==> src/include/hpsc_consts.vh <==
// constants for the host port strobe control block
`ifndef HPSC_CONSTS_VH
`define HPSC_CONSTS_VH
`define HPSC_DATA_W      8
`define HPSC_SEL_W       3
`define HPSC_NUM_REGS    8
`define HPSC_GPIO_W      3
`define HPSC_SYNC_STAGES 2
`define HPSC_GPIO_EN     0
`define HPSC_GPIO_REQ    1
`define HPSC_GPIO_ACK    2
`define HPSC_DATA_RST    8'h00
`define HPSC_VECTOR_RST  8'h0f
`endif

==> src/core/hpsc_sync.v <==
// two-flop synchroniser for signals arriving from outside the clock domain
`timescale 1ns/10ps
module hpsc_sync #(
   parameter WIDTH   = 1,
   parameter RST_VAL = 1'b0
) (
   input  wire             clk_in,
   input  wire             rst_n_in,
   input  wire [WIDTH-1:0] async_in,
   output wire [WIDTH-1:0] sync_out
);
   reg [WIDTH-1:0] meta_q;
   reg [WIDTH-1:0] sync_q;

   // first stage is read by the second stage only
   always @(posedge clk_in or negedge rst_n_in) begin
      if (!rst_n_in) begin
         meta_q <= {WIDTH{RST_VAL}};
         sync_q <= {WIDTH{RST_VAL}};
      end else begin
         meta_q <= async_in;
         sync_q <= meta_q;
      end
   end

   assign sync_out = sync_q;
endmodule // hpsc_sync

==> src/core/hpsc_top.v <==
// pin-level strobe and direction control of the 8-bit parallel host port
//
// What this block does
// - enable low, read high: drive data pins
// - enable low, write: data pins stay inputs unless acknowledge is low during a request
// - capture write data at enable rising edge
// - request open-drain in host mode, else push-pull
// - acknowledge completes each requested dma transfer
// - acknowledge with enable high and no request: supply interrupt vector
// - pins are gpio otherwise, inputs after reset
// - data pins released while enable and acknowledge are both high
// - acknowledge during request also drives data pins
// - register select picks accessed register
`timescale 1ns/10ps
`include "hpsc_consts.vh"
module hpsc_top #(
   parameter DATA_W   = `HPSC_DATA_W,
   parameter SEL_W    = `HPSC_SEL_W,
   parameter NUM_REGS = `HPSC_NUM_REGS,
   parameter GPIO_W   = `HPSC_GPIO_W
) (
   input  wire                     clk_in,
   input  wire                     arst_n_in,
   input  wire                     host_mode_in,
   input  wire                     host_enable_strobe_n_in,
   input  wire                     host_read_write_select_in,
   input  wire [SEL_W-1:0]         host_register_select_in,
   input  wire [DATA_W-1:0]        host_data_bus_in,
   output wire [DATA_W-1:0]        host_data_bus_out,
   output wire                     host_data_bus_oe_out,
   input  wire                     host_request_n_in,
   output wire                     host_request_n_out,
   output wire                     host_request_n_oe_out,
   input  wire                     host_acknowledge_n_in,
   output wire                     gpio_line_twelve_out,
   output wire                     gpio_line_twelve_oe_out,
   output wire                     gpio_line_thirteen_out,
   output wire                     gpio_line_thirteen_oe_out,
   output wire                     gpio_line_fourteen_out,
   output wire                     gpio_line_fourteen_oe_out,
   input  wire [GPIO_W-1:0]        gpio_dir_in,
   input  wire [GPIO_W-1:0]        gpio_data_in,
   output wire [GPIO_W-1:0]        gpio_value_out,
   input  wire                     dma_request_in,
   input  wire [NUM_REGS*DATA_W-1:0] read_words_in,
   input  wire [DATA_W-1:0]        vector_in,
   output wire                     write_strobe_out,
   output wire [SEL_W-1:0]         write_select_out,
   output wire [DATA_W-1:0]        write_data_out,
   output wire                     read_done_out,
   output wire                     dma_done_out,
   output wire                     vector_ack_out
);
   //------------------------------------------------------------------
   // reset release
   //------------------------------------------------------------------
   reg rst_meta_q;
   reg rst_n_q;

   always @(posedge clk_in or negedge arst_n_in) begin
      if (!arst_n_in) begin
         rst_meta_q <= 1'b0;
         rst_n_q    <= 1'b0;
      end else begin
         rst_meta_q <= 1'b1;
         rst_n_q    <= rst_meta_q;
      end
   end

   //------------------------------------------------------------------
   // pin synchronisers
   //------------------------------------------------------------------
   wire              en_n_s;
   wire              ack_n_s;
   wire              req_pin_s;
   wire              rw_s;
   wire [SEL_W-1:0]  sel_s;
   wire [DATA_W-1:0] data_s;

   hpsc_sync #(.WIDTH(3), .RST_VAL(1'b1)) u_sync_strobe (
      .clk_in   (clk_in),
      .rst_n_in (rst_n_q),
      .async_in ({host_enable_strobe_n_in, host_acknowledge_n_in, host_request_n_in}),
      .sync_out ({en_n_s, ack_n_s, req_pin_s})
   );

   hpsc_sync #(.WIDTH(1 + SEL_W + DATA_W), .RST_VAL(1'b0)) u_sync_bus (
      .clk_in   (clk_in),
      .rst_n_in (rst_n_q),
      .async_in ({host_read_write_select_in, host_register_select_in, host_data_bus_in}),
      .sync_out ({rw_s, sel_s, data_s})
   );

   //------------------------------------------------------------------
   // strobe edge detection and access capture
   //------------------------------------------------------------------
   reg              en_n_q;
   reg              ack_n_q;
   reg              rw_hold_q;
   reg [SEL_W-1:0]  sel_hold_q;
   reg [DATA_W-1:0] data_hold_q;
   reg              ack_req_q;
   reg              mode_q;
   reg              req_q;

   wire en_rise  = en_n_s & ~en_n_q;
   wire ack_fall = ~ack_n_s & ack_n_q;
   wire ack_rise = ack_n_s & ~ack_n_q;

   always @(posedge clk_in or negedge rst_n_q) begin
      if (!rst_n_q) begin
         en_n_q      <= 1'b1;
         ack_n_q     <= 1'b1;
         rw_hold_q   <= 1'b1;
         sel_hold_q  <= {SEL_W{1'b0}};
         data_hold_q <= `HPSC_DATA_RST;
         ack_req_q   <= 1'b0;
         mode_q      <= 1'b0;
         req_q       <= 1'b0;
      end else begin
         en_n_q  <= en_n_s;
         ack_n_q <= ack_n_s;
         mode_q  <= host_mode_in;
         req_q   <= host_mode_in & dma_request_in;
         // keep the last sample seen while enable is low
         if (!en_n_s) begin
            rw_hold_q   <= rw_s;
            sel_hold_q  <= sel_s;
            data_hold_q <= data_s;
         end
         // remember whether the acknowledge arrived during a request
         if (ack_fall) begin
            ack_req_q <= req_q;
         end
      end
   end

   //------------------------------------------------------------------
   // core-side events
   //------------------------------------------------------------------
   reg              wr_stb_q;
   reg [SEL_W-1:0]  wr_sel_q;
   reg [DATA_W-1:0] wr_data_q;
   reg              rd_done_q;
   reg              dma_done_q;
   reg              vec_ack_q;

   always @(posedge clk_in or negedge rst_n_q) begin
      if (!rst_n_q) begin
         wr_stb_q   <= 1'b0;
         wr_sel_q   <= {SEL_W{1'b0}};
         wr_data_q  <= `HPSC_DATA_RST;
         rd_done_q  <= 1'b0;
         dma_done_q <= 1'b0;
         vec_ack_q  <= 1'b0;
      end else begin
         wr_stb_q   <= mode_q & en_rise & ~rw_hold_q;
         rd_done_q  <= mode_q & en_rise & rw_hold_q;
         dma_done_q <= mode_q & ack_rise & ack_req_q;
         vec_ack_q  <= mode_q & ack_rise & ~ack_req_q;
         if (mode_q && en_rise && !rw_hold_q) begin
            wr_sel_q  <= sel_hold_q;
            wr_data_q <= data_hold_q;
         end
      end
   end

   //------------------------------------------------------------------
   // data bus direction and read data
   //------------------------------------------------------------------
   reg [DATA_W-1:0] dout_q;
   reg              doe_q;
   reg [DATA_W-1:0] read_word;

   always @* begin
      read_word = read_words_in[sel_s*DATA_W +: DATA_W];
   end

   always @(posedge clk_in or negedge rst_n_q) begin
      if (!rst_n_q) begin
         dout_q <= `HPSC_DATA_RST;
         doe_q  <= 1'b0;
      end else begin
         if (!mode_q) begin
            doe_q <= 1'b0;
         end else if (!en_n_s && rw_s) begin
            doe_q  <= 1'b1;
            dout_q <= read_word;
         end else if (!ack_n_s && req_q) begin
            doe_q  <= 1'b1;
            dout_q <= read_word;
         end else if (!ack_n_s && en_n_s) begin
            doe_q  <= 1'b1;
            dout_q <= vector_in;
         end else begin
            doe_q <= 1'b0;
         end
      end
   end

   //------------------------------------------------------------------
   // request pin and gpio fallback
   //------------------------------------------------------------------
   reg [GPIO_W-1:0] gout_q;
   reg [GPIO_W-1:0] goe_q;
   reg [GPIO_W-1:0] gval_q;

   genvar g;
   generate
      for (g = 0; g < GPIO_W; g = g + 1) begin : g_gpio
         always @(posedge clk_in or negedge rst_n_q) begin
            if (!rst_n_q) begin
               gout_q[g] <= 1'b0;
               goe_q[g]  <= 1'b0;
            end else if (mode_q) begin
               gout_q[g] <= 1'b0;
               goe_q[g]  <= (g == `HPSC_GPIO_REQ) ? req_q : 1'b0;
            end else begin
               gout_q[g] <= gpio_data_in[g];
               goe_q[g]  <= gpio_dir_in[g];
            end
         end
      end
   endgenerate

   always @(posedge clk_in or negedge rst_n_q) begin
      if (!rst_n_q) begin
         gval_q <= {GPIO_W{1'b1}};
      end else begin
         gval_q <= {ack_n_s, req_pin_s, en_n_s};
      end
   end

   //------------------------------------------------------------------
   // outputs
   //------------------------------------------------------------------
   assign host_data_bus_out         = dout_q;
   assign host_data_bus_oe_out      = doe_q;
   assign host_request_n_out        = gout_q[`HPSC_GPIO_REQ];
   assign host_request_n_oe_out     = goe_q[`HPSC_GPIO_REQ];
   assign gpio_line_twelve_out      = gout_q[`HPSC_GPIO_EN];
   assign gpio_line_twelve_oe_out   = goe_q[`HPSC_GPIO_EN];
   assign gpio_line_thirteen_out    = gout_q[`HPSC_GPIO_REQ];
   assign gpio_line_thirteen_oe_out = goe_q[`HPSC_GPIO_REQ];
   assign gpio_line_fourteen_out    = gout_q[`HPSC_GPIO_ACK];
   assign gpio_line_fourteen_oe_out = goe_q[`HPSC_GPIO_ACK];
   assign gpio_value_out            = gval_q;
   assign write_strobe_out          = wr_stb_q;
   assign write_select_out          = wr_sel_q;
   assign write_data_out            = wr_data_q;
   assign read_done_out             = rd_done_q;
   assign dma_done_out              = dma_done_q;
   assign vector_ack_out            = vec_ack_q;
endmodule // hpsc_top

==> config.mk <==
export PLATFORM = sky130hd
export DESIGN_NAME = hpsc_top
export DESIGN_NICKNAME = d
export VERILOG_FILES = /design/src/core/hpsc_sync.v /design/src/core/hpsc_top.v
export VERILOG_INCLUDE_DIRS = /design/src /design/src/include
export SDC_FILE = /design/constraint.sdc
export NUM_CORES = 1
export LEC_CHECK = 0
export ABC_AREA = 0
export BUFFER_PORTS_ARGS = -buffer_cell sky130_fd_sc_hd__buf_4
export CAP_MARGIN = 20
export CELL_PAD_IN_SITES_DETAIL_PLACEMENT = 1
export CELL_PAD_IN_SITES_GLOBAL_PLACEMENT = 2
export CORE_ASPECT_RATIO = 0.5
export CORE_MARGIN = 5
export CORE_UTILIZATION = 30
export DETAILED_ROUTE_END_ITERATION = 12
export PLACE_DENSITY_LB_ADDON = 0.1
export SETUP_SLACK_MARGIN = 0.3
export SYNTH_ARGS = -nofsm -noshare
export SYNTH_HDL_FRONTEND = slang
export SYNTH_SLANG_ARGS = --single-unit
export TNS_END_PERCENT = 1
==> constraint.sdc <==
create_clock -name clk_in -period 2.7 [get_ports clk_in]
set_input_delay 0.54 -clock clk_in [delete_from_list [all_inputs] [get_ports clk_in]]
set_output_delay 0.54 -clock clk_in [all_outputs]
set_load 0.02 [all_outputs]
-- After elaboration in Yosys (flattened, before gate mapping)
Index checks and enable logic that the tools add are counted.
- register bits: 82
- bits in latches: 0
- memory bits (writable): 0
- ROM bits: 0
- input bits: 97
- output and inout port bits: 35
- memories: 0
- $add $sub $neg: 0
- $mul: 0
- divide/modulo/power cells: 0
- magnitude comparators: 0
- equality and inequality tests: 0
- shifts and indexed selects: 1
- mux-type cells: 13
- bitwise gates (word level): 15
- reductions and logical operators: 10
- operators by type and width (kind ; number):
    64-bit by 7-bit indexed part select with 8-bit output ; 1
    8-bit 2-to-1 mux ; 3
    1-bit AND ; 10
    1-bit 2-to-1 mux ; 10
    1-bit logical AND ; 5
    1-bit NOT ; 5
    1-bit zero test ; 3
    3-bit nonzero test ; 1
    2-bit AND reduction ; 1

-- Logic depth before layout (Yosys ltp)
Gate-level depths: netlist of the first run.
- depth in word-level cells: 6
- mapped depth: 6
- gate-level depth less buffers: 4

-- Hierarchy
A second synthesis of the first run with hierarchy kept.
- cells, all modules: 186
- area total of the unflattened synthesis: 3181.8 um^2
- modules (own cells, without submodules) (module ; instances ; cells each ; area an instance (um^2)):
    hpsc_top ; 1 ; 156 ; 2423.6
    hpsc_sync at u_sync_bus ; 1 ; 24 ; 600.6
    hpsc_sync at u_sync_strobe ; 1 ; 6 ; 157.7

-- Worst setup path before layout of the first run
Ideal clock, no wire load.
- kind: reg-to-reg
- start: register u_sync_strobe.sync_q[2], in the netlist u_sync_strobe.sync_out[2]
- end: register dout_q[0], in the netlist host_data_bus_out[0]
- arrival: 1.651 ns
- required time: 2.623 ns
- slack: 0.972 ns
- cell stages (with the launch flop): 7
- path buffers: 2
- cell sequence: dfstp_2 -> buf_2 -> and2b_1 -> o31ai_2 -> buf_4 -> nand2_1 -> o21ai_1
- cells in the longest elaborated chain, start to end: 4
- elaborated cells on any way between the ends: 6
- ends and longest elaborated chain (item ; RTL line ; source):
    start, declared ; hpsc_sync.v:13 ; reg [WIDTH-1:0] sync_q;
    start signal, assigned ; hpsc_sync.v:19 ; sync_q <= {WIDTH{RST_VAL}};
    start signal, assigned ; hpsc_sync.v:22 ; sync_q <= meta_q;
    1-bit zero test ; hpsc_top.v:186 ; end else if (!en_n_s && rw_s) begin
    1-bit logical AND ; hpsc_top.v:186 ;
    3-bit nonzero test (no source line) ; n/a ;
    2-bit AND reduction (no source line) ; n/a ;
    end signal, assigned ; hpsc_top.v:188 ; dout_q <= read_word;
    end signal, assigned ; hpsc_top.v:191 ; dout_q <= read_word;
    end signal, assigned ; hpsc_top.v:194 ; dout_q <= vector_in;
    end, declared ; hpsc_top.v:171 ; reg [DATA_W-1:0] dout_q;
Several ways; a longest one is shown, not always the timed one.
A chain may end at the register's enable or synchronous reset.

-- Worst setup path in the final report of the first run
- start: register u_sync_bus.sync_q[8], in the netlist u_sync_bus.sync_out[8]
- end: register dout_q[4], in the netlist host_data_bus_out[4]
- cells in the longest elaborated chain, start to end: 3
- ends and longest elaborated chain (item ; RTL line ; source):
    start, declared ; hpsc_sync.v:13 ;
    start signal, assigned ; hpsc_sync.v:19 ;
    start signal, assigned ; hpsc_sync.v:22 ;
    64-bit by 7-bit indexed part select with 8-bit output * ; hpsc_top.v:176 ; read_word = read_words_in[sel_s*DATA_W +: DATA_W];
    8-bit 2-to-1 mux ; hpsc_top.v:189 ; end else if (!ack_n_s && req_q) begin
    8-bit 2-to-1 mux * ; hpsc_top.v:186 ;
    end signal, assigned ; hpsc_top.v:181 ; dout_q <= `HPSC_DATA_RST;
    end signal, assigned ; hpsc_top.v:188 ;
    end signal, assigned ; hpsc_top.v:191 ;
Mark *: on every way between the ends. The rest lies on a longest branch, timed or not.

==> results of run 1 <==
==> worst min path at each step <==
stage / to / start
after floorplan: rst_meta_q / arst_n_in
after global placement: rst_meta_q / arst_n_in
after detailed placement: rst_meta_q / arst_n_in
after CTS: u_sync_bus.meta_q[6] / host_data_bus_in[6]
after global routing: write_data_out[5] / rst_n_q
final: u_sync_bus.meta_q[5] / rst_n_q
==> cell type report <==
cell class | instances | area, um2 | share of cell area, %
tap | 140 | 175 | 3.83
multi-input combinational | 91 | 1060 | 23.1
sequential | 80 | 2020 | 44.1
inverter | 1 | 3.75 | 0.0820
timing repair buffer | 134 | 1030 | 22.5
clock buffer | 10 | 239 | 5.22
clock inverter | 6 | 56.3 | 1.23
==> where the power goes <==
group | internal (mW) | switching, mW | leakage [nW]
clock network | 0.670 | 0.502 | 0.144
logic | 0.321 | 0.241 | 1.10
registers | 1.33 | 0.0815 | 0.947
==> kinds of logic after synthesis <==
group | after synthesis
flops | 80
mux | 56
simple gates | 24
buf+inv | 15
compound gates | 10
other cells | 1
==> timing repair <==
item,CTS,global route
setup endpoints to repair,0,0
hold buffers,1,0
hold endpoints to repair,2,0
==> per-stage QoR <==
step                utilization [%]  worst slack [ns]  hold WS [ns]  area, um2
floorplan                         -             0.324         0.244       3180
global placement               41.3             0.571         0.322       4250
detailed placement             41.3             0.530         0.326       4250
CTS                            44.3             0.524         0.297       4550
global route                   44.5             0.374         0.147       4580
finish                         44.5             0.557         0.132       4580
==> cells in the final DEF (no fill, tap or decap), types with 2 or more instances in the layout <==
cell and instances:
and2b_1 2, buf_4 132, clkbuf_16 9, dfrtp_1 69, dfstp_2 10, inv_6 3
inv_8 2, mux2_2 32, mux2i_1 8, mux4_1 14, mux4_2 2, nand2_1 9
nor2b_1 6, o21ai_1 8
==> critical path: stages, from the launching register on <==
cell	delay, ns
dfrtp_1	0.89
mux4_1	0.65
mux2_2	0.29
mux2i_1	0.13
o21ai_1	0.07
==> state kept, by name, indices dropped and copies added (netlist names), 2 cells and up <==
register                cells
data_hold_q                 8
gpio_value_out              2
host_data_bus_out           8
sel_hold_q                  3
u_sync_bus.meta_q          12
u_sync_bus.sync_out        12
u_sync_strobe.meta_q        3
u_sync_strobe.sync_out      3
write_data_out              8
write_select_out            3
==> metal layers <==
metal / vias up / track usage [%] / part of all wire, %
met1: 1048 / 15.1 / 41
met4: 0 / 3.10 / 0.87
met3: 6 / 4.41 / 7.9
li1: 938 / - / -
met5: - / 0 / 0
met2: 77 / 19.7 / 50
==> results.md, run 1 <==
* Status: finished, final reports clean
* Dominant synthesized flop cell: dfrtp_1
* Vias in the first global route at roughly 2300
* R2r setup slk at 0.56 ns
* Post-Synth XOR/XNOR Area at 0%
* Cell Count Post-Placement at about 440
* Die height at a little over 80 um
* Fin crit period at approximately 2.1 ns
* Critical Path Source Type: register
* Root buf cell: clkbuf_16
* Avg Inst Size Synth at 17.1 um2
* Post-synth ARST share at 100%
* EDFF count, synth at 0
* Final antenna-violating net count at 0
* Inserted Clock Buffers at 9
* Worst vdd ir at ~0.3 mV
* Initial core utilization at 31.0%
* Synth Area in Compound Gates at 1.89%
* Design Power at 3.15 mW
* Core area at 0.0103 mm2
* Yosys warns at 0
* IO buf count at 131
* Gate Count Post-Synth at about 190
* Worst Setup End Kind: register
* Mux cell area share after synthesis at 26.8%
* Combinational family with the most area after synthesis: multiplexers
* Clk_skew at between 0.01 and 0.015 ns
* CTS tree: yes
* Top post-synthesis cells by area: dfrtp_1, mux4_1, mux2_2
* Largest fanout on the critical path at 17
* DRT Wirelength at 7680 um
* Post-synth top area share at 55.1%
* PostCTS Resize Cnt at 0
* Power Density at slightly below 700 mW/mm2
* Fillers at 1067
* Initial antenna violation count at 0
* DRC Markers at 0
* Leakage power at roughly 2.2 nW
* Clk pin slew, worst setup/hold paths at 0.07 ns
* Post-synth net total at 283
* Worst r2r path cells at 4
* Final nets at 414
* Area growth from synthesis to layout at 43.9%
* Max-slew headroom at about 44%
* Worst-skew pair later-pin latency at about 0.33 ns
* Final Cycle Share at 79.4%
* DIE WIDTH at 156 um
* Largest net degree at the start of global routing at 79
* CP Class: register to register
* Postcts setup bufs at 0
* Diode count at 0
* Worst-Margin Slew at around 0.84 ns
* WP data arrival at 2.35 ns
* Initial detailed-routing violation count at 68
* Post-Syn Area at 0.00318 mm2
* Reg-to-Reg End: host_data_bus_out[4]
* Distinct cell type count after synthesis at 26
* RSZ-0062 raised after global routing: false
* RD Place Congestion at 0.810
* Simple-gate area share of the yosys netlist at 4.40%
* Data required, critical path at 2.91 ns
* DP Wirelength at 5820 um
* H-tree depth at 3
* Count leader, synth: dfrtp_1
* First-pass GRT wire length at around 12000 um
* Drt wl/cell at 16.6 um
* Final setup violation count at 0
* Adder-cell share of the synthesized area at 0%
* Largest area contributor in the netlist: dfrtp_1
* DR vias at 2069
* Tot GR Track Use at 12.0%
* CP Launch Point: u_sync_bus.sync_out[8]
* Number of synthesized register bits at 80
* Worst r2r src: u_sync_bus.sync_out[8]
* Clk buf depth at 2
* CP Capture Point: host_data_bus_out[4]
* Global route overflow at 0
* Max Cap Viol at 0
* Final TNS setup at 0 ns
* Sink Count at 80
* Pre-antenna DRT Iters at 4
* Rows at 26
* Vias per Instance at 4.48
* Die area at 0.0129 mm2
* Non-Filler Instances at between 400 and 500
* Sequential fraction of the synthesis area at 63.3%
* Achievable Freq at between 0.4 and 0.5 GHz
* Share of cells above drive strength 1 at 61.2%
* Commonest cells post-synth: dfrtp_1, mux2_2, mux4_1
* I/O pin count at 132
* Worst min path class: register to async pin
* Final hold vios at 0
* Max-slew violation count at 0
Power figures use the tool's default switching activity.
==> run 2: changes to the inputs <==
- CORE_UTILIZATION: 30 -> 28
- clock period: 2.7 -> 1.9 ns (I/O delays scaled with it)
==> results.md, run 2 (same netlist as run 1, synthesis figures left out) <==
* Status: finished, final reports clean
* Max Cap Viol at 0
* Clk pin slew, worst setup/hold paths at roughly 0.060 ns
* RSZ-0062 raised after global routing: true
* Hold path cells at 1
* DRT Wirelength at 7890 um
* First-pass GRT wire length at about 12000 um
* WP data arrival at 1.93 ns
* DP Wirelength at 6160 um
* Initial antenna violation count at 0
* Die height at 85.4 um
* Final setup violation count at 0
* Clk buf depth at 2
* Drt wl/cell at 16.7 um
* DRC Markers at 0
* CP Class: register to register
* Worst r2r path cells at 5
* CP delay by family, top: multiplexers
* Worst r2r src: u_sync_bus.sync_out[8]
* Root buf cell: clkbuf_16
* IO buf count at between 100 and 150
* Area growth from synthesis to layout at 45.1%
* Tot GR Track Use at 11.7%
* Power Density at 967 mW/mm2
* Final TNS setup at 0 ns
* Diode count at 0
* Core area at around 0.011 mm2
* Achievable Freq at between 0.5 and 0.6 GHz
* Reg-to-Reg End: host_data_bus_out[1]
* Rows at 27
* CP Buf/Inv Count at 1
* Worst-skew pair later-pin latency at about 0.33 ns
* Vias per Instance at 4.36
* Worst hold endpoint: u_sync_bus.meta_q[2]
* Max-slew violation count at 0
* Most common cell after layout, fill and taps aside: buf_4
* Most frequent cells in the layout: buf_4, dfrtp_1, mux2_2, mux4_1, dfstp_2
* CTS tree: yes
* Largest fanout on the critical path at 9
* Crit path max-delay cell type: mux4_1
* H-tree depth at 3
* Final antenna-violating net count at 0
* Clk_skew at roughly 0.010 ns
* Sink Count at 80
* Leakage power at 2.21 nW
* Worst min path class: primary input to register
* Inserted Clock Buffers at 9
* Max incr delay on CP at 0.57 ns
* Share of cells above drive strength 1 at 63.5%
* Non-Filler Instances at 474
* Final core utilization at 41.8%
* Worst-path cell chain: buf_6 > mux4_1 > mux2_2 > mux2i_1 > o21ai_1
* Vias in the first global route at 2415
* Worst vdd ir at 0.435 mV
* Worst hold margin at 0.151 ns
* Fin crit period at 1.72 ns
* I/O pin count at 132
* RD Place Congestion at 0.752
* Die area at 0.0137 mm2
* Data required, critical path at 2.11 ns
* Final Cycle Share at 90.7%
* Global route overflow at 0
* Hold Path Origin: host_data_bus_in[2]
* Largest net degree at the start of global routing at 42
* DIE WIDTH at 161 um
* Critical Path Source Type: register
* Final nets at 421
* Worst Setup End Kind: register
* Cell Count Post-Placement at 457
* Initial detailed-routing violation count at 32
* R2r setup slk at around 0.18 ns
* Initial core utilization at a little under 30%
* Final hold vios at 0
* Pre-antenna DRT Iters at 4
* Fillers at 1145
* DR vias at 2068
## run 2: cell types whose count changed in the layout (fill, tap and decap cells not counted), moves of 2 or more
cell | previous run | this run
clkinv_4 | 0 | 2
buf_4 | 132 | 137
mux4_2 | 2 | 6
mux4_1 | 14 | 10
buf_6 | 0 | 2
## run 2: routing by layer
metal | track usage, % | routed length [um]
met3 | 4.27 | 454
met1 | 14.0 | 3340
met2 | 20.0 | 4030
met5 | 0 | 0
met4 | 3.25 | 65
## run 2: how the worst max path moves through the flow
stage                         startpoint              endpoint  slack (ns)  cells after the start
3_3_place_gp     u_sync_bus.sync_out[10]  host_data_bus_out[0]        0.18                      4
3_5_place_dp     u_sync_bus.sync_out[10]  host_data_bus_out[0]        0.09                      4
4_1_cts           u_sync_bus.sync_out[8]  host_data_bus_out[1]        0.16                      5
5_1_grt           u_sync_bus.sync_out[8]  host_data_bus_out[1]        0.11                      5
6_report          u_sync_bus.sync_out[8]  host_data_bus_out[1]        0.18                      5
2_1_floorplan  u_sync_strobe.sync_out[2]  host_data_bus_out[0]        0.17                      6
## run 2: final cells by class
class	instances	area [um2]	area share, %
tap	145	181	3.93
sequential	80	2020	43.8
timing repair buffer	141	1080	23.4
clock inverter	7	62.6	1.36
clock buffer	9	225	4.88
multi-input combinational	91	1040	22.6
inverter	1	3.75	0.0813
## run 2: through the flow
stage               total power, mW  cell area [um2]  setup WS (ns)
finish                         4.46             4620          0.176
global route                   4.70             4620          0.107
CTS                            4.56             4630          0.155
detailed placement             2.87             4320         0.0910
global placement               2.85             4320          0.175
floorplan                      2.44             3180          0.172
## run 2: power breakdown
group	leakage, nW	total (mW)	switching [mW]	internal [mW]
Combinational	1.11	0.823	0.357	0.466
Clock	0.144	1.64	0.725	0.914
Sequential	0.946	2.00	0.106	1.89
Total	2.21	4.46	1.19	3.27
## run 2: timing repair
item / CTS / global route
setup buffers: 0 / 0
setup endpoints to repair: 19 / 20
hold buffers: 1 / 0
hold endpoints to repair: 2 / 0
gates resized for setup: 3 / 4
